--- config.mk ---
export PLATFORM = sky130hd
export DESIGN_NAME = vafe_ctrl
export DESIGN_NICKNAME = d
export VERILOG_FILES = /design/src/include/vafe_pkg.sv /design/src/include/vafe_gain_if.sv /design/src/logic/vafe_ctrl.sv /design/src/logic/vafe_gain_sync.sv
export VERILOG_INCLUDE_DIRS = /design/src /design/src/include
export SDC_FILE = /design/constraint.sdc
export NUM_CORES = 1
export LEC_CHECK = 0
export BUFFER_PORTS_ARGS = -buffer_cell sky130_fd_sc_hd__buf_2
export CORE_MARGIN = 4
export CORE_UTILIZATION = 59
export DETAILED_ROUTE_END_ITERATION = 12
export PLACE_DENSITY = 0.91
export SLEW_MARGIN = 30
export SYNTH_ARGS = -nofsm -noshare
export SYNTH_HDL_FRONTEND = slang
export SYNTH_SLANG_ARGS = --single-unit
export TNS_END_PERCENT = 50
--- constraint.sdc ---
create_clock -name core_clk_i -period 20.3 [get_ports core_clk_i]
set_clock_uncertainty 0.1 [all_clocks]
set_input_delay 1.015 -clock core_clk_i [delete_from_list [all_inputs] [get_ports core_clk_i]]
set_output_delay 1.015 -clock core_clk_i [all_outputs]
set_load 0.01 [all_outputs]
--- src/include/vafe_params.svh ---
/*
  constants of the video front end control block: register indices, field
  positions, reset values and timing counts.
  assumes a 50 MHz core clock; indices are word indices, byte address = 4 * index.
*/
`ifndef VAFE_PARAMS_SVH
`define VAFE_PARAMS_SVH

`define VAFE_IDX_SYNC_STATUS   6'h01
`define VAFE_IDX_CONFIG        6'h05
`define VAFE_IDX_GAIN_RED      6'h06
`define VAFE_IDX_GAIN_GREEN    6'h07
`define VAFE_IDX_GAIN_BLUE     6'h08
`define VAFE_IDX_OFFS_RED      6'h09
`define VAFE_IDX_OFFS_GREEN    6'h0A
`define VAFE_IDX_OFFS_BLUE     6'h0B
`define VAFE_IDX_OFFS_LOW      6'h0C
`define VAFE_IDX_BW_PEAK       6'h0D
`define VAFE_IDX_CLOCK_SEL     6'h13
`define VAFE_IDX_BLACK_LOOP    6'h17
`define VAFE_IDX_LOOP_GAIN     6'h1C
`define VAFE_IDX_SYNC_SRC      6'h1F

`define VAFE_CFG_YCBCR_BIT     2
`define VAFE_CFG_MASK_DIS_BIT  6
`define VAFE_CFG_OUT_DIS_BIT   7
`define VAFE_CLAMP_SEL_MSB     5
`define VAFE_CLAMP_SEL_LSB     4
`define VAFE_CLAMP_SEL_EXT     2'h1
`define VAFE_LOOP_DIS_BIT      0
`define VAFE_RANGE_HALF_BIT    0
`define VAFE_LPF_MSB           3
`define VAFE_LPF_LSB           1
`define VAFE_PEAK_MSB          7
`define VAFE_PEAK_LSB          4

`define VAFE_RST_ZERO          8'h00
`define VAFE_RST_GAIN          8'h55
`define VAFE_RST_OFFS          8'h80
`define VAFE_RST_BW_PEAK       8'h0E
`define VAFE_RST_LOOP_GAIN     8'h49

`define VAFE_UNITY_GAIN_CODE   9'h055
`define VAFE_BLACK_MID         8'h80
`define VAFE_OFFS_NOMINAL      9'h080

`define VAFE_RESP_OKAY         2'h0
`define VAFE_RESP_SLVERR       2'h2

`define VAFE_CLK_PERIOD_NS     20
`define VAFE_MASK_GUARD_NS     4000
`define VAFE_MASK_GUARD_CYC    ((`VAFE_MASK_GUARD_NS + `VAFE_CLK_PERIOD_NS - 1) / `VAFE_CLK_PERIOD_NS)
`define VAFE_ACT_WIN_NS        40000
`define VAFE_ACT_WIN_CYC       ((`VAFE_ACT_WIN_NS + `VAFE_CLK_PERIOD_NS - 1) / `VAFE_CLK_PERIOD_NS)
`define VAFE_GAIN_TIMEOUT_MS   100
`define VAFE_GAIN_TIMEOUT_CYC  (`VAFE_GAIN_TIMEOUT_MS * 1000000 / `VAFE_CLK_PERIOD_NS)

`endif

--- src/include/vafe_pkg.sv ---
/*
  types of the video front end control block.
  assumes nothing beyond a SystemVerilog compiler.
*/
package vafe_pkg;
    typedef enum logic [1:0] {
        VAFE_SRC_SEPARATE,
        VAFE_SRC_COMPOSITE_SYNC_HS,
        VAFE_SRC_LUMA
    } vafe_src_e;

    typedef logic [7:0] vafe_byte_t;
endpackage

--- src/include/vafe_gain_if.sv ---
/*
  carrier between the register bank and the gain update stage.
  assumes both ends run on the core clock.
*/
`timescale 1ns/1ns
interface vafe_gain_if;
    logic [23:0] shadow;
    logic        line_clamp;
    logic [23:0] active_code;
    logic [26:0] active_num;
    logic        update;

    modport ctrl (output shadow, output line_clamp, input active_code, input active_num, input update);
    modport sync (input shadow, input line_clamp, output active_code, output active_num, output update);
endinterface

--- src/logic/vafe_ctrl.sv ---
/*
  control block of a three channel video front end: AXI4-Lite register bank,
  sync source selection, copy-protection masking, gain, bandwidth and offset.
  assumes synchronous sync and clamp inputs on the 50 MHz core clock.
*/
// The AXI4-Lite interface to the registers was decided locally.
`timescale 1ns/1ns
`include "vafe_params.svh"
module vafe_ctrl #(
    parameter int unsigned GAIN_TIMEOUT_CYC = `VAFE_GAIN_TIMEOUT_CYC,
    parameter int unsigned ADDR_W           = 8
) (
    input  wire logic              core_clk_i,
    input  wire logic              sys_rst_i,
    input  wire logic [ADDR_W-1:0] s_axi_awaddr_i,
    input  wire logic              s_axi_awvalid_i,
    output logic                   s_axi_awready_o,
    input  wire logic [31:0]       s_axi_wdata_i,
    input  wire logic [3:0]        s_axi_wstrb_i,
    input  wire logic              s_axi_wvalid_i,
    output logic                   s_axi_wready_o,
    output logic [1:0]             s_axi_bresp_o,
    output logic                   s_axi_bvalid_o,
    input  wire logic              s_axi_bready_i,
    input  wire logic [ADDR_W-1:0] s_axi_araddr_i,
    input  wire logic              s_axi_arvalid_i,
    output logic                   s_axi_arready_o,
    output logic [31:0]            s_axi_rdata_o,
    output logic [1:0]             s_axi_rresp_o,
    output logic                   s_axi_rvalid_o,
    input  wire logic              s_axi_rready_i,
    input  wire logic              hsync_i,
    input  wire logic              vsync_i,
    input  wire logic              luma_sync_i,
    input  wire logic              clamp_int_i,
    input  wire logic              clamp_ext_i,
    input  wire logic [29:0]       auto_dac_i,
    output logic                   pll_sync_o,
    output logic                   hsync_out_o,
    output logic [23:0]            gain_code_o,
    output logic [26:0]            gain_num_o,
    output logic [29:0]            offset_dac_o,
    output logic [26:0]            dig_offset_o,
    output logic [23:0]            black_target_o,
    output logic                   dac_half_range_o,
    output logic [2:0]             lpf_sel_o,
    output logic [3:0]             peak_sel_o,
    output logic [7:0]             loop_gain_o
);
    localparam int NSLOT  = 13;
    localparam int S_CFG  = 0;
    localparam int S_GAIN = 1;
    localparam int S_OFFS = 4;
    localparam int S_LOW  = 7;
    localparam int S_BW   = 8;
    localparam int S_CSEL = 9;
    localparam int S_LOOP = 10;
    localparam int S_LGN  = 11;
    localparam int S_SRC  = 12;
    localparam int GW     = $clog2(`VAFE_MASK_GUARD_CYC + 1);
    localparam int AW     = $clog2(`VAFE_ACT_WIN_CYC + 1);

    function automatic logic [3:0] slot_of(input logic [5:0] idx);
        case (idx)
            `VAFE_IDX_CONFIG:     slot_of = 4'h0;
            `VAFE_IDX_GAIN_RED:   slot_of = 4'h1;
            `VAFE_IDX_GAIN_GREEN: slot_of = 4'h2;
            `VAFE_IDX_GAIN_BLUE:  slot_of = 4'h3;
            `VAFE_IDX_OFFS_RED:   slot_of = 4'h4;
            `VAFE_IDX_OFFS_GREEN: slot_of = 4'h5;
            `VAFE_IDX_OFFS_BLUE:  slot_of = 4'h6;
            `VAFE_IDX_OFFS_LOW:   slot_of = 4'h7;
            `VAFE_IDX_BW_PEAK:    slot_of = 4'h8;
            `VAFE_IDX_CLOCK_SEL:  slot_of = 4'h9;
            `VAFE_IDX_BLACK_LOOP: slot_of = 4'hA;
            `VAFE_IDX_LOOP_GAIN:  slot_of = 4'hB;
            `VAFE_IDX_SYNC_SRC:   slot_of = 4'hC;
            default:              slot_of = 4'hF;
        endcase
    endfunction

    function automatic logic [7:0] reset_of(input int s);
        case (s)
            1, 2, 3: reset_of = `VAFE_RST_GAIN;
            4, 5, 6: reset_of = `VAFE_RST_OFFS;
            8:       reset_of = `VAFE_RST_BW_PEAK;
            11:      reset_of = `VAFE_RST_LOOP_GAIN;
            default: reset_of = `VAFE_RST_ZERO;
        endcase
    endfunction

    vafe_pkg::vafe_byte_t regs [NSLOT];
    logic [5:0]           aw_idx_reg;
    logic [7:0]           wdata_reg;
    logic                 wstrb0_reg;
    logic                 awready_reg;
    logic                 wready_reg;
    logic                 bvalid_reg;
    logic [1:0]           bresp_reg;
    logic                 arready_reg;
    logic                 rvalid_reg;
    logic [1:0]           rresp_reg;
    logic [31:0]          rdata_reg;
    logic [GW-1:0]        guard_reg;
    logic                 prev_masked_reg;
    logic                 pll_sync_reg;
    logic                 hsout_reg;
    logic [AW-1:0]        win_reg;
    logic [3:0]           prev_act_reg;
    logic [3:0]           seen_reg;
    logic [3:0]           status_reg;
    logic [29:0]          dac_reg;
    logic [26:0]          dig_reg;
    logic [23:0]          black_reg;
    logic [29:0]          dac_next;
    logic [26:0]          dig_next;
    logic [23:0]          black_next;

    vafe_gain_if gif ();

    // a write needs both halves held; holding them costs one cycle but lets
    // the master offer address and data in any order
    wire       aw_take   = s_axi_awvalid_i & awready_reg;
    wire       w_take    = s_axi_wvalid_i & wready_reg;
    wire       do_write  = ~awready_reg & ~wready_reg & ~bvalid_reg;
    wire [3:0] wr_slot   = slot_of(aw_idx_reg);
    wire       wr_status = (aw_idx_reg == `VAFE_IDX_SYNC_STATUS);
    wire       wr_hit    = do_write & (wr_slot != 4'hF) & wstrb0_reg;
    wire [1:0] wr_resp   = (wr_slot == 4'hF && !wr_status) ? `VAFE_RESP_SLVERR : `VAFE_RESP_OKAY;
    wire       ar_take   = s_axi_arvalid_i & arready_reg;
    wire [5:0] rd_idx    = s_axi_araddr_i[7:2];
    wire [3:0] rd_slot   = slot_of(rd_idx);
    wire       rd_status = (rd_idx == `VAFE_IDX_SYNC_STATUS);
    wire [7:0] rd_byte   = rd_status ? {4'h0, status_reg} : (rd_slot != 4'hF ? regs[rd_slot] : 8'h00);
    wire [1:0] rd_resp   = (rd_slot == 4'hF && !rd_status) ? `VAFE_RESP_SLVERR : `VAFE_RESP_OKAY;

    generate
        for (genvar g = 0; g < NSLOT; g++)
        begin : g_reg
            always_ff @(posedge core_clk_i or posedge sys_rst_i)
            begin
                if (sys_rst_i)
                    regs[g] <= reset_of(g);
                else if (wr_hit && wr_slot == 4'(g))
                    regs[g] <= wdata_reg;
            end
        end
    endgenerate

    always_ff @(posedge core_clk_i or posedge sys_rst_i)
    begin
        if (sys_rst_i)
        begin
            aw_idx_reg  <= '0;
            wdata_reg   <= '0;
            wstrb0_reg  <= 1'b0;
            awready_reg <= 1'b1;
            wready_reg  <= 1'b1;
            bvalid_reg  <= 1'b0;
            bresp_reg   <= `VAFE_RESP_OKAY;
        end
        else
        begin
            if (aw_take)
                aw_idx_reg <= s_axi_awaddr_i[7:2];
            if (w_take)
            begin
                wdata_reg  <= s_axi_wdata_i[7:0];
                wstrb0_reg <= s_axi_wstrb_i[0];
            end
            awready_reg <= do_write | (awready_reg & ~aw_take);
            wready_reg  <= do_write | (wready_reg & ~w_take);
            bvalid_reg  <= do_write | (bvalid_reg & ~s_axi_bready_i);
            if (do_write)
                bresp_reg <= wr_resp;
        end
    end

    always_ff @(posedge core_clk_i or posedge sys_rst_i)
    begin
        if (sys_rst_i)
        begin
            arready_reg <= 1'b1;
            rvalid_reg  <= 1'b0;
            rresp_reg   <= `VAFE_RESP_OKAY;
            rdata_reg   <= '0;
        end
        else if (ar_take)
        begin
            arready_reg <= 1'b0;
            rvalid_reg  <= 1'b1;
            rresp_reg   <= rd_resp;
            rdata_reg   <= {24'h000000, rd_byte};
        end
        else if (rvalid_reg && s_axi_rready_i)
        begin
            arready_reg <= 1'b1;
            rvalid_reg  <= 1'b0;
        end
    end

    // sync path: pulses that follow a sync pulse within the guard time are
    // treated as copy-protection pulses; a guard longer than a line would eat real sync
    wire vafe_pkg::vafe_src_e src = vafe_pkg::vafe_src_e'(regs[S_SRC][1:0]);
    wire          from_luma  = (src == vafe_pkg::VAFE_SRC_LUMA);
    wire          raw_sync   = from_luma ? luma_sync_i : hsync_i;
    wire          guard_on   = (guard_reg != '0);
    wire          masked     = raw_sync & ~guard_on;
    wire          mask_fall  = prev_masked_reg & ~masked;
    wire          mask_dis   = regs[S_CFG][`VAFE_CFG_MASK_DIS_BIT];
    wire          out_dis    = regs[S_CFG][`VAFE_CFG_OUT_DIS_BIT];
    wire          cp_hit     = raw_sync & guard_on;
    wire [GW-1:0] guard_next = mask_fall ? GW'(`VAFE_MASK_GUARD_CYC) : (guard_on ? guard_reg - GW'(1) : '0);
    wire          pll_next   = (from_luma && !mask_dis) ? masked : raw_sync;
    wire          hsout_next = (!mask_dis && !out_dis) ? masked : raw_sync;

    always_ff @(posedge core_clk_i or posedge sys_rst_i)
    begin
        if (sys_rst_i)
        begin
            guard_reg       <= '0;
            prev_masked_reg <= 1'b0;
            pll_sync_reg    <= 1'b0;
            hsout_reg       <= 1'b0;
        end
        else
        begin
            guard_reg       <= guard_next;
            prev_masked_reg <= masked;
            pll_sync_reg    <= pll_next;
            hsout_reg       <= hsout_next;
        end
    end

    // activity: an edge anywhere in the window sets the bit for the next window
    wire [3:0] act_in  = {cp_hit, luma_sync_i, vsync_i, hsync_i};
    wire [3:0] act_edg = act_in & ~prev_act_reg;
    wire       win_end = (win_reg == '0);

    always_ff @(posedge core_clk_i or posedge sys_rst_i)
    begin
        if (sys_rst_i)
        begin
            win_reg      <= AW'(`VAFE_ACT_WIN_CYC - 1);
            prev_act_reg <= '0;
            seen_reg     <= '0;
            status_reg   <= '0;
        end
        else
        begin
            win_reg      <= win_end ? AW'(`VAFE_ACT_WIN_CYC - 1) : win_reg - AW'(1);
            prev_act_reg <= act_in;
            seen_reg     <= win_end ? '0 : (seen_reg | act_edg);
            if (win_end)
                status_reg <= seen_reg | act_edg;
        end
    end

    // offset: auto loop owns the DAC, registers become a digital adder;
    // in manual mode the registers form the DAC code
    wire loop_dis = regs[S_LOOP][`VAFE_LOOP_DIS_BIT];
    wire ycbcr    = regs[S_CFG][`VAFE_CFG_YCBCR_BIT];

    always_comb
    begin
        dac_next   = '0;
        dig_next   = '0;
        black_next = '0;
        for (int c = 0; c < 3; c++)
        begin
            dac_next[10*c +: 10] = loop_dis ? {regs[S_OFFS + c], regs[S_LOW][7 - 2*c -: 2]}
                                            : auto_dac_i[10*c +: 10];
            dig_next[9*c +: 9]   = loop_dis ? 9'h000 : ({1'b0, regs[S_OFFS + c]} - `VAFE_OFFS_NOMINAL);
            black_next[8*c +: 8] = (ycbcr && c != 1) ? `VAFE_BLACK_MID : 8'h00;
        end
    end

    always_ff @(posedge core_clk_i or posedge sys_rst_i)
    begin
        if (sys_rst_i)
        begin
            dac_reg   <= '0;
            dig_reg   <= '0;
            black_reg <= '0;
        end
        else
        begin
            dac_reg   <= dac_next;
            dig_reg   <= dig_next;
            black_reg <= black_next;
        end
    end

    // clamp select: the external clamp code routes the pin, anything else the internal pulse
    wire [1:0] clamp_sel = regs[S_CSEL][`VAFE_CLAMP_SEL_MSB:`VAFE_CLAMP_SEL_LSB];
    assign gif.line_clamp = (clamp_sel == `VAFE_CLAMP_SEL_EXT) ? clamp_ext_i : clamp_int_i;
    assign gif.shadow     = {regs[S_GAIN + 2], regs[S_GAIN + 1], regs[S_GAIN]};

    vafe_gain_sync #(
        .TIMEOUT_CYC (GAIN_TIMEOUT_CYC)
    ) u_gain (
        .core_clk_i (core_clk_i),
        .sys_rst_i  (sys_rst_i),
        .gif        (gif)
    );

    assign s_axi_awready_o  = awready_reg;
    assign s_axi_wready_o   = wready_reg;
    assign s_axi_bvalid_o   = bvalid_reg;
    assign s_axi_bresp_o    = bresp_reg;
    assign s_axi_arready_o  = arready_reg;
    assign s_axi_rvalid_o   = rvalid_reg;
    assign s_axi_rresp_o    = rresp_reg;
    assign s_axi_rdata_o    = rdata_reg;
    assign pll_sync_o       = pll_sync_reg;
    assign hsync_out_o      = hsout_reg;
    assign gain_code_o      = gif.active_code;
    assign gain_num_o       = gif.active_num;
    assign offset_dac_o     = dac_reg;
    assign dig_offset_o     = dig_reg;
    assign black_target_o   = black_reg;
    assign dac_half_range_o = regs[S_LOW][`VAFE_RANGE_HALF_BIT];
    assign lpf_sel_o        = regs[S_BW][`VAFE_LPF_MSB:`VAFE_LPF_LSB];
    assign peak_sel_o       = regs[S_BW][`VAFE_PEAK_MSB:`VAFE_PEAK_LSB];
    assign loop_gain_o      = regs[S_LGN];
endmodule

--- src/logic/vafe_gain_sync.sv ---
/*
  gain update stage: moves the shadow gain codes into the amplifier setting
  on each line clamp, or after a long silence.
  assumes the line clamp is a one-cycle pulse on the core clock.
*/
`timescale 1ns/1ns
`include "vafe_params.svh"
module vafe_gain_sync #(
    parameter int unsigned TIMEOUT_CYC = `VAFE_GAIN_TIMEOUT_CYC
) (
    input  wire logic   core_clk_i,
    input  wire logic   sys_rst_i,
    vafe_gain_if.sync   gif
);
    localparam int CW = $clog2(TIMEOUT_CYC + 1);

    logic [CW-1:0] wait_reg;
    logic [23:0]   code_reg;
    logic [26:0]   num_reg;
    logic          upd_reg;

    wire           timed_out = (wait_reg == CW'(TIMEOUT_CYC - 1));
    wire           do_update = gif.line_clamp | timed_out;
    wire [CW-1:0]  wait_next = do_update ? '0 : wait_reg + CW'(1);
    logic [26:0]   num_next;

    // amplifier gain is (85 + code) / 170 V/V, so the numerator is carried
    always_comb
    begin
        num_next = '0;
        for (int c = 0; c < 3; c++)
        begin
            num_next[9*c +: 9] = {1'b0, gif.shadow[8*c +: 8]} + `VAFE_UNITY_GAIN_CODE;
        end
    end

    always_ff @(posedge core_clk_i or posedge sys_rst_i)
    begin
        if (sys_rst_i)
        begin
            wait_reg <= '0;
            code_reg <= {3{`VAFE_RST_GAIN}};
            num_reg  <= {3{`VAFE_UNITY_GAIN_CODE + 9'h055}};
            upd_reg  <= 1'b0;
        end
        else
        begin
            wait_reg <= wait_next;
            upd_reg  <= do_update;
            if (do_update)
            begin
                code_reg <= gif.shadow;
                num_reg  <= num_next;
            end
        end
    end

    assign gif.active_code = code_reg;
    assign gif.active_num  = num_reg;
    assign gif.update      = upd_reg;
endmodule

==> flow_summary.json, run 1 <==
{
  "cp-start-kind": "input pin",
  "status": "finished, final reports clean",
  "r2r_start": "aw_idx_reg[0]$_DFFE_PP0P_",
  "clock_latency_ps": 550,
  "layout-drive-gt1-share_pct": 39.21,
  "tightest_slew_ps": 893.5,
  "mostFrequentLayoutCell": "dfrtp_1",
  "min_period_ps": 3280,
  "dp.cells": 1578,
  "synth_edf_count": 0,
  "netlist_area_mm2": 0.01370,
  "wl_met2_mm": 16.04,
  "ant_nets": 0,
  "fin_cells": 1635,
  "largest_reg_flops": 59,
  "rsz0062_at_grt": "false",
  "finalCritPeriodShare_pct": 16.16,
  "hold_class": "flip-flop to flip-flop",
  "fin_area_mm2": 0.01572,
  "crit_fanout": 32,
  "numCtsBuffers": 30,
  "layout_common_cells": "dfrtp_1, buf_2, mux2_2",
  "r2r_end": "loop_gain_o[5]$_DFFE_PP0P_",
  "clock_sinks": 297,
  "root_buffer": "clkbuf_16",
  "crit_chain": "buf_2 -> inv_1 -> ha_1 -> mux2_2 -> a211o_1 -> nand2_1 -> buf_4 -> mux2_2 -> a22oi_1 -> nor2_1 -> or4_1",
  "min_to": "black_target_o[7]$_DFF_PP0_",
  "die_h_um": 160.4,
  "crit_type": "input pin to flip-flop",
  "grt_pass1_vias": 9693,
  "holdPathStages": 0,
  "overflow": 0,
  "async_flop_share_pct": 100.0,
  "placed_cell_area_mm2": 0.01462,
  "pre_cts_ws_ps": 16470,
  "hold_viol_final": 0,
  "yosysWarnings": 0,
  "fp.dieArea_mm2": 0.02571,
  "gp_congestion": 0.9060,
  "nNetsFinal": 1436,
  "grt_pass1_wl_mm": 53.02,
  "synthTopCellsByArea": "dfrtp_1, mux2_2, dfstp_2",
  "cpPeakStageDelay_ps": 510,
  "cts_resized": 0,
  "slew_headroom_pct": 40.28,
  "ctsHoldBuffers": 0,
  "rows": 55,
  "cpMostUsedCell": "mux2_2",
  "whs_ps": 331.5,
  "routed_via_density": 5.874,
  "maxCapViolations": 0,
  "powerDensity_mw_per_mm2": 128.7,
  "core_mm2": 0.02271,
  "wirelength_met1_mm": 13.55,
  "post_cts.repair.setup_buffers": 0,
  "r2r_slack_ps": 17260,
  "drv_slew": 0,
  "cts_max_level": 1,
  "fp.dieW_um": 160.4,
  "wl_mm": 33.85,
  "drtIter0Drc": 1141,
  "crit_arrival_ps": 3600,
  "crit_buf_inv": 3,
  "route.detailed.drc": 0,
  "setup_viol": 0,
  "pin_count": 285,
  "required_ps": 20620,
  "route.vias.total": 9604,
  "grtUsageTotal_pct": 25.53,
  "cts_tree": "built",
  "synth_top_area_share_pct": 43.85,
  "wl_met3_mm": 2.875,
  "yosys.area.top_type": "dfrtp_1",
  "drt_first_pass_iters": 5,
  "start_util_pct": 60.31,
  "grt_max_degree": 153,
  "r2r_cells": 9,
  "min_from": "regs[98]$_DFFE_PP0P_",
  "p_leak_nw": 7.694,
  "area_growth_syn_to_layout_pct": 14.80,
  "port_buffers": 205,
  "synth_cells": 1147,
  "ys.flop_type": "dfrtp_1",
  "cp_top_family": "multiplexers",
  "avgSynthCellArea_um2": 11.94,
  "antenna_found_initial": 1,
  "ys_ff_latch": 297,
  "clockBufferDepth": 3,
  "synth.distinct_cells": 64,
  "cts.clk_slew.worst_paths_ps": 60,
  "critPathCaptureType": "flip-flop",
  "finalSetupTns_ps": 0,
  "peakVddDrop_uv": 91.75,
  "routed.top_layer": "met4",
  "max_clock_freq_mhz": 304.9,
  "drt-wirelength-per-cell_um": 20.71,
  "dp_hpwl_mm": 22.98,
  "crit_path_top_delay_cell": "or4_1",
  "top_register": "regs",
  "ys_seq_area_share_pct": 54.79,
  "layout_setup_ws_ps": 17020
}
-- worst max path at each step --
stage | startpoint | endpoint | slack [ps] | cells past startpoint
after CTS | s_axi_araddr_i[2] | s_axi_rdata_o[4]$_DFFE_PP0P_ | 17030 | 11
after global placement | s_axi_araddr_i[2] | s_axi_rdata_o[4]$_DFFE_PP0P_ | 16510 | 11
after global routing | s_axi_araddr_i[2] | s_axi_rdata_o[4]$_DFFE_PP0P_ | 16930 | 11
after detailed placement | s_axi_araddr_i[2] | s_axi_rdata_o[4]$_DFFE_PP0P_ | 16470 | 11
final | s_axi_araddr_i[2] | s_axi_rdata_o[4]$_DFFE_PP0P_ | 17020 | 11
after floorplan | sys_rst_i | aw_idx_reg[0]$_DFFE_PP0P_ | 11080 | 1
-- power breakdown --
part           internal [mW]  switching (mW)
registers              0.762           0.166
clock network          0.370           0.227
logic                  0.237           0.262
-- synth_stat cells, drive strengths merged, types with 23 or more instances --
master	number
xor2	30
nor2b	31
dfrtp	240
clkbuf	23
a21oi	49
inv	26
nor2	85
buf	92
nand2	85
mux2i	34
mux2	189
dfstp	57
-- layout make-up --
cell class / count / area [um2]
clock inverter: 14 / 197.7
inverter: 26 / 110.1
antenna: 1 / 2.502
clock buffer: 42 / 897.1
fill: 1503 / 6987
timing repair buffer: 214 / 1097
tap: 285 / 356.6
sequential: 297 / 7505
multi-input combinational: 756 / 5557
-- stage by stage --
stage / util, % / total power [mW]
2_1_floorplan: - / 1.230
3_3_place_gp: 64.34 / 1.391
3_5_place_dp: 64.37 / 1.422
4_1_cts: 69.20 / 2.026
5_1_grt: 69.23 / 2.115
6_report: 69.23 / 2.023
-- per-layer routing --
layer | global-route usage, % | up-vias
met5 | 0 | -
met4 | 9.112 | 0
met3 | 5.722 | 104
met2 | 41.73 | 491
met1 | 33.95 | 4776
li1 | - | 4233
-- cell families (layout without fill, tap and decap cells) --
logic type | count (synthesis) | in the layout | share of synthesized area, %
buffers and inverters | 141 | 296 | 6.112
muxes | 224 | 224 | 18.22
AOI/OAI and AO/OA | 125 | 125 | 5.984
and+or+nand+nor | 296 | 296 | 10.38
other | 1 | 49 | 0.02738
DFF | 297 | 297 | 54.79
adders and majority gates | 17 | 17 | 1.553
xor gates and xnor gates | 46 | 46 | 2.942
Note: power is estimated with default switching activity, not from simulation.
==> run 2: changes to the inputs <==
CORE_UTILIZATION = 50   (was 59)
PLACE_DENSITY = 0.83   (was 0.91)
clock period = 2.8 ns   (was 20.3 ns; I/O delays follow)
==> flow_summary.json, run 2 (synthesis gave the netlist of run 1 again) <==
{
  "status": "finished, final reports clean",
  "largest_reg_flops": 59,
  "crit_buf_inv": 2,
  "rsz0062_at_grt": "true",
  "core_mm2": 0.02695,
  "swShare_pct": 32.24,
  "hold_class": "input pin to flip-flop",
  "setup_viol": 0,
  "critPathCaptureType": "flip-flop",
  "required_ps": 3130,
  "switchingPower_mw": 4.856,
  "root_buffer": "clkbuf_16",
  "layout-drive-gt1-share_pct": 38.80,
  "powerDensity_mw_per_mm2": 904.9,
  "fp.dieArea_mm2": 0.03010,
  "crit_path_top_delay_cell": "dfrtp_1",
  "cp_top_family": "compound AO/OA/AOI/OAI gates",
  "finalSetupTns_ps": 0,
  "hold_viol_final": 0,
  "grt_pass1_wl_mm": 55.38,
  "fp.dieW_um": 173.5,
  "max_clock_freq_mhz": 366.1,
  "layout_common_cells": "dfrtp_1, buf_2, mux2_2",
  "overflow": 0,
  "tightest_slew_ps": 806.1,
  "drv_slew": 0,
  "die_h_um": 173.5,
  "finalCritPeriodShare_pct": 97.54,
  "top_register": "regs",
  "ant_nets": 0,
  "cpMostUsedCell": "mux2_2",
  "wl_mm": 34.90,
  "drt-wirelength-per-cell_um": 19.73,
  "pwr-share-comb_pct": 25.1,
  "p_int_mw": 10.21,
  "n_antenna_cell": 0,
  "pin_count": 285,
  "min_period_ps": 2731,
  "maxCapViolations": 0,
  "mostFrequentLayoutCell": "dfrtp_1",
  "p_leak_nw": 8.076,
  "cpPeakStageDelay_ps": 390,
  "rows": 60,
  "start_util_pct": 50.82,
  "p_clk_share_pct": 30.0,
  "crit_chain": "inv_1 -> ha_1 -> mux2_2 -> a22oi_1 -> o22ai_1 -> nor2_1 -> o211a_1 -> and2_4 -> buf_12 -> mux2_2",
  "nNetsFinal": 1514,
  "grt_max_degree": 139,
  "route.vias.total": 9677,
  "port_buffers": 205,
  "fin_cells": 1769,
  "grtUsageTotal_pct": 22.70,
  "gp_congestion": 0.9283,
  "cts_tree": "built",
  "clock_sinks": 297,
  "grt_pass1_vias": 9851,
  "fin_total_pwr_mw": 15.06,
  "route.detailed.drc": 0,
  "crit_type": "flip-flop to flip-flop",
  "numCtsBuffers": 31,
  "cts.clk_slew.worst_paths_ps": 60,
  "drtIter0Drc": 725,
  "antenna_found_initial": 0,
  "clockBufferDepth": 3,
  "cp-start-kind": "flip-flop",
  "dp_hpwl_mm": 23.90,
  "crit_arrival_ps": 3060,
  "slew_headroom_pct": 46.26,
  "area_growth_syn_to_layout_pct": 21.53,
  "crit_fanout": 8,
  "peakVddDrop_uv": 613.2,
  "drt_first_pass_iters": 5,
  "clock_latency_ps": 550,
  "dp.cells": 1654,
  "routed_via_density": 5.470,
  "cts_max_level": 1,
  "pwr-share-seq_pct": 45.0
}
[run 2: cell count changes in the layout (fill, tap and decap cells not counted), sizes merged]
cell	before	now
diode	1	0
dlygate4sd3	0	55
clkinv	8	5
inv	26	27
bufinv	5	7
clkbuf	42	43
buf	214	236
clkinvlp	1	2
[run 2: final timing paths]
path / from / endpoint / slack [ps] / cells after the start
max: aw_idx_reg[1]$_DFFE_PP0P_ / loop_gain_o[2]$_DFFE_PP0P_ / 70 / 10
min: vsync_i / prev_act_reg[1]$_DFF_PP0_ / 150 / 2
max reg2reg: aw_idx_reg[1]$_DFFE_PP0P_ / loop_gain_o[2]$_DFFE_PP0P_ / 70 / 10
min reg2reg: regs[98]$_DFFE_PP0P_ / black_target_o[7]$_DFF_PP0_ / 320 / 0
max in group asynchronous: sys_rst_i / u_gain.gif.active_code[9]$_DFFE_PP0N_ / 1700 / 4
min in group asynchronous: sys_rst_i / s_axi_rvalid_o$_DFFE_PP0P_ / 210 / 4
[run 2: what timing repair did]
action	CTS	global route
buffers inserted	0	2
gates resized for setup	0	6
hold buffers	55	0
endpoints found under the setup margin	0	48
hold endpoints to repair	307	0
[run 2: worst reg2reg max path, cell delays in order (launching register included)]
cell	delay, ps
dfrtp_1	390
inv_1	120
ha_1	260
mux2_2	270
a22oi_1	220
o22ai_1	160
nor2_1	180
o211a_1	260
and2_4	190
buf_12	130
mux2_2	330
[run 2: power groups by stage]
| stage | Combinational [mW] | Sequential [mW] | Clock (mW) |
|---|---|---|---|
| after detailed placement | 3.62 | 6.78 | 0 |
| after floorplan | 2.50 | 6.41 | 0 |
| after CTS | 3.73 | 6.73 | 4.57 |
| after global placement | 3.52 | 6.73 | 0 |
| final | 3.77 | 6.78 | 4.51 |
| after global routing | 4.12 | 6.91 | 4.78 |
[run 2: metrics by stage]
stage	setup WS, ps	hold WS (ps)	utilization [%]	area [um2]
floorplan	-1339	71.43	-	13880
global placement	151.5	164.2	55.39	14930
detailed placement	92.74	168.1	55.39	14930
CTS	70.71	128.9	61.62	16610
global route	-47.71	145.4	61.76	16640
finish	68.76	146.9	61.76	16640
[run 2: metal layers]
layer / vias to the layer above / GRT usage, % / share of wire, %
met3: 79 / 4.471 / 7.5
met1: 4804 / 30.15 / 41
met2: 401 / 38.00 / 48
li1: 4393 / - / -
met4: 0 / 6.917 / 3.2
met5: - / 0 / 0
[run 2: layout make-up]
class / instances / area (um2)
clock inverters: 15 / 260.3
well taps: 341 / 426.7
multi-input cells: 756 / 5572
inverters: 26 / 101.3
clock buffers: 43 / 870.8
flip-flops and latches: 297 / 7505
fillers: 2017 / 10310
repair buffers: 291 / 1909
==> run 3: changes to the inputs <==
BUFFER_PORTS_ARGS = -buffer_cell sky130_fd_sc_hd__buf_4   (was -buffer_cell sky130_fd_sc_hd__buf_2)
REMOVE_ABC_BUFFERS = 1   (was unset)
==> flow_summary.json, run 3 (synthesis gave the netlist of run 1 again) <==
{
  "status": "finished, final reports clean",
  "drt-wirelength-per-cell_um": 19.60,
  "die_h_um": 173.5,
  "mostFrequentLayoutCell": "dfrtp_1",
  "cts_tree": "built",
  "finalCritPeriodShare_pct": 95.70,
  "crit_chain": "inv_1 -> ha_1 -> and3_1 -> a21oi_1 -> o21ai_0 -> and3_1 -> nor3b_4 -> buf_12 -> mux2_2",
  "setup_viol": 0,
  "wl_mm": 34.64,
  "pin_count": 285,
  "pre_cts_ws_ps": -23.28,
  "cpMostUsedCell": "and3_1",
  "drt_first_pass_iters": 5,
  "min_period_ps": 2680,
  "clock_sinks": 297,
  "grt_pass1_wl_mm": 55.23,
  "routed_via_density": 5.458,
  "dp_hpwl_mm": 23.95,
  "start_util_pct": 50.82,
  "largest_reg_flops": 59,
  "dp.cells": 1657,
  "ant_nets": 0,
  "hold_class": "input pin to flip-flop",
  "grtUsageTotal_pct": 22.54,
  "clock_latency_ps": 540,
  "max_clock_freq_mhz": 373.2,
  "antenna_found_initial": 0,
  "peakVddDrop_uv": 681.7,
  "layout_setup_ws_ps": 120.3,
  "core_mm2": 0.02695,
  "placed_cell_area_mm2": 0.01544,
  "rsz0062_at_grt": "true",
  "drtIter0Drc": 724,
  "switchingPower_mw": 4.829,
  "fp.dieW_um": 173.5,
  "rows": 60,
  "swShare_pct": 32.56,
  "nFillCells": 1955,
  "cts.clk_slew.worst_paths_ps": 70,
  "numCtsBuffers": 29,
  "crit_type": "flip-flop to flip-flop",
  "grt_pass1_vias": 10104,
  "pwr-share-comb_pct": 27.8,
  "layout_common_cells": "dfrtp_1, buf_4, mux2_2",
  "port_buffers": 205,
  "area_growth_syn_to_layout_pct": 24.21,
  "tightest_slew_ps": 740.7,
  "fin_total_pwr_mw": 14.83,
  "slew_headroom_pct": 50.62,
  "whs_ps": 83.17,
  "clockBufferDepth": 3,
  "powerDensity_mw_per_mm2": 871.9,
  "p_int_mw": 10.00,
  "p_leak_nw": 8.142,
  "fin_cells": 1767,
  "crit_arrival_ps": 3010,
  "cp-start-kind": "flip-flop",
  "nNetsFinal": 1515,
  "overflow": 0,
  "fin_area_mm2": 0.01701,
  "top_register": "regs",
  "root_buffer": "clkbuf_16",
  "n_antenna_cell": 0,
  "layout-drive-gt1-share_pct": 39.27,
  "gp_congestion": 0.9092,
  "crit_path_top_delay_cell": "dfrtp_1",
  "fp.dieArea_mm2": 0.03010,
  "cpPeakStageDelay_ps": 400,
  "cts_max_level": 1,
  "required_ps": 3130,
  "pwr-share-seq_pct": 45.8,
  "critPathCaptureType": "flip-flop",
  "grt_max_degree": 86,
  "drv_slew": 0,
  "hold_viol_final": 0,
  "route.detailed.drc": 0,
  "route.vias.total": 9645,
  "crit_fanout": 8,
  "crit_buf_inv": 2,
  "cp_top_family": "simple AND/OR/NAND/NOR gates",
  "maxCapViolations": 0,
  "p_clk_share_pct": 26.4
}
## run 3: power by group through the flow
stage | Sequential (mW) | Clock, mW | Combinational [mW]
2_1_floorplan | 6.65 | 0 | 2.06
3_3_place_gp | 6.75 | 0 | 3.84
3_5_place_dp | 6.80 | 0 | 3.97
4_1_cts | 6.74 | 3.98 | 4.07
5_1_grt | 6.93 | 4.17 | 4.46
6_report | 6.80 | 3.92 | 4.12
## run 3: worst paths after layout
check                                                         endpoint  slack [ps]  cells past startpoint                 startpoint
worst max-delay path                               regs[0]$_DFFE_PP0P_         120                      9  aw_idx_reg[1]$_DFFE_PP0P_
worst min-delay path                      s_axi_rdata_o[0]$_DFFE_PP0P_          80                      4          s_axi_araddr_i[7]
worst max register to register                     regs[0]$_DFFE_PP0P_         120                      9  aw_idx_reg[1]$_DFFE_PP0P_
worst min register to register             black_target_o[7]$_DFF_PP0_         310                      0       regs[98]$_DFFE_PP0P_
max in group asynchronous       u_gain.gif.active_code[14]$_DFFE_PP1N_        1540                      4                  sys_rst_i
min in group asynchronous                    status_reg[2]$_DFFE_PP0P_         120                      3                  sys_rst_i
## run 3: layer usage
metal	routed length [um]	GRT usage (%)	up-vias
li1	-	-	4365
met1	13900	28.60	4831
met2	17170	38.67	357
met3	1959	3.642	92
met4	1610	9.278	0
met5	0	0	-
## run 3: area by class of cell
cell class	instances	area [um2]	share of cell area (%)
Timing Repair Buffer	294	2420	14.22
Clock buffer	40	847.1	4.979
Tap cell	341	426.7	2.508
Multi-Input combinational cell	756	5585	32.83
Inverter	26	105.1	0.6178
Sequential cell	297	7506	44.12
Clock inverter	13	121.4	0.7134
## run 3: repair_timing
action	4_1_cts	5_1_grt
setup buffers	0	2
gates resized for setup	1	11
hold endpoints to repair	132	0
cloned	0	0
endpoints found under the setup margin	8	99
hold buffers	55	0
pin swaps	0	1
## run 3: worst min-delay path: stages
cell     delay (ps)
buf_4           120
or2_2           160
nor2_1          100
a41oi_1         150
## run 3: per-stage QoR
step / setup TNS (ps) / util, %
final: 0 / 63.12
after global routing: -290.3 / 63.12
after CTS: 0 / 62.93
after detailed placement: -44.00 / 57.29
after global placement: 0 / 57.29
after floorplan: -1824530 / -
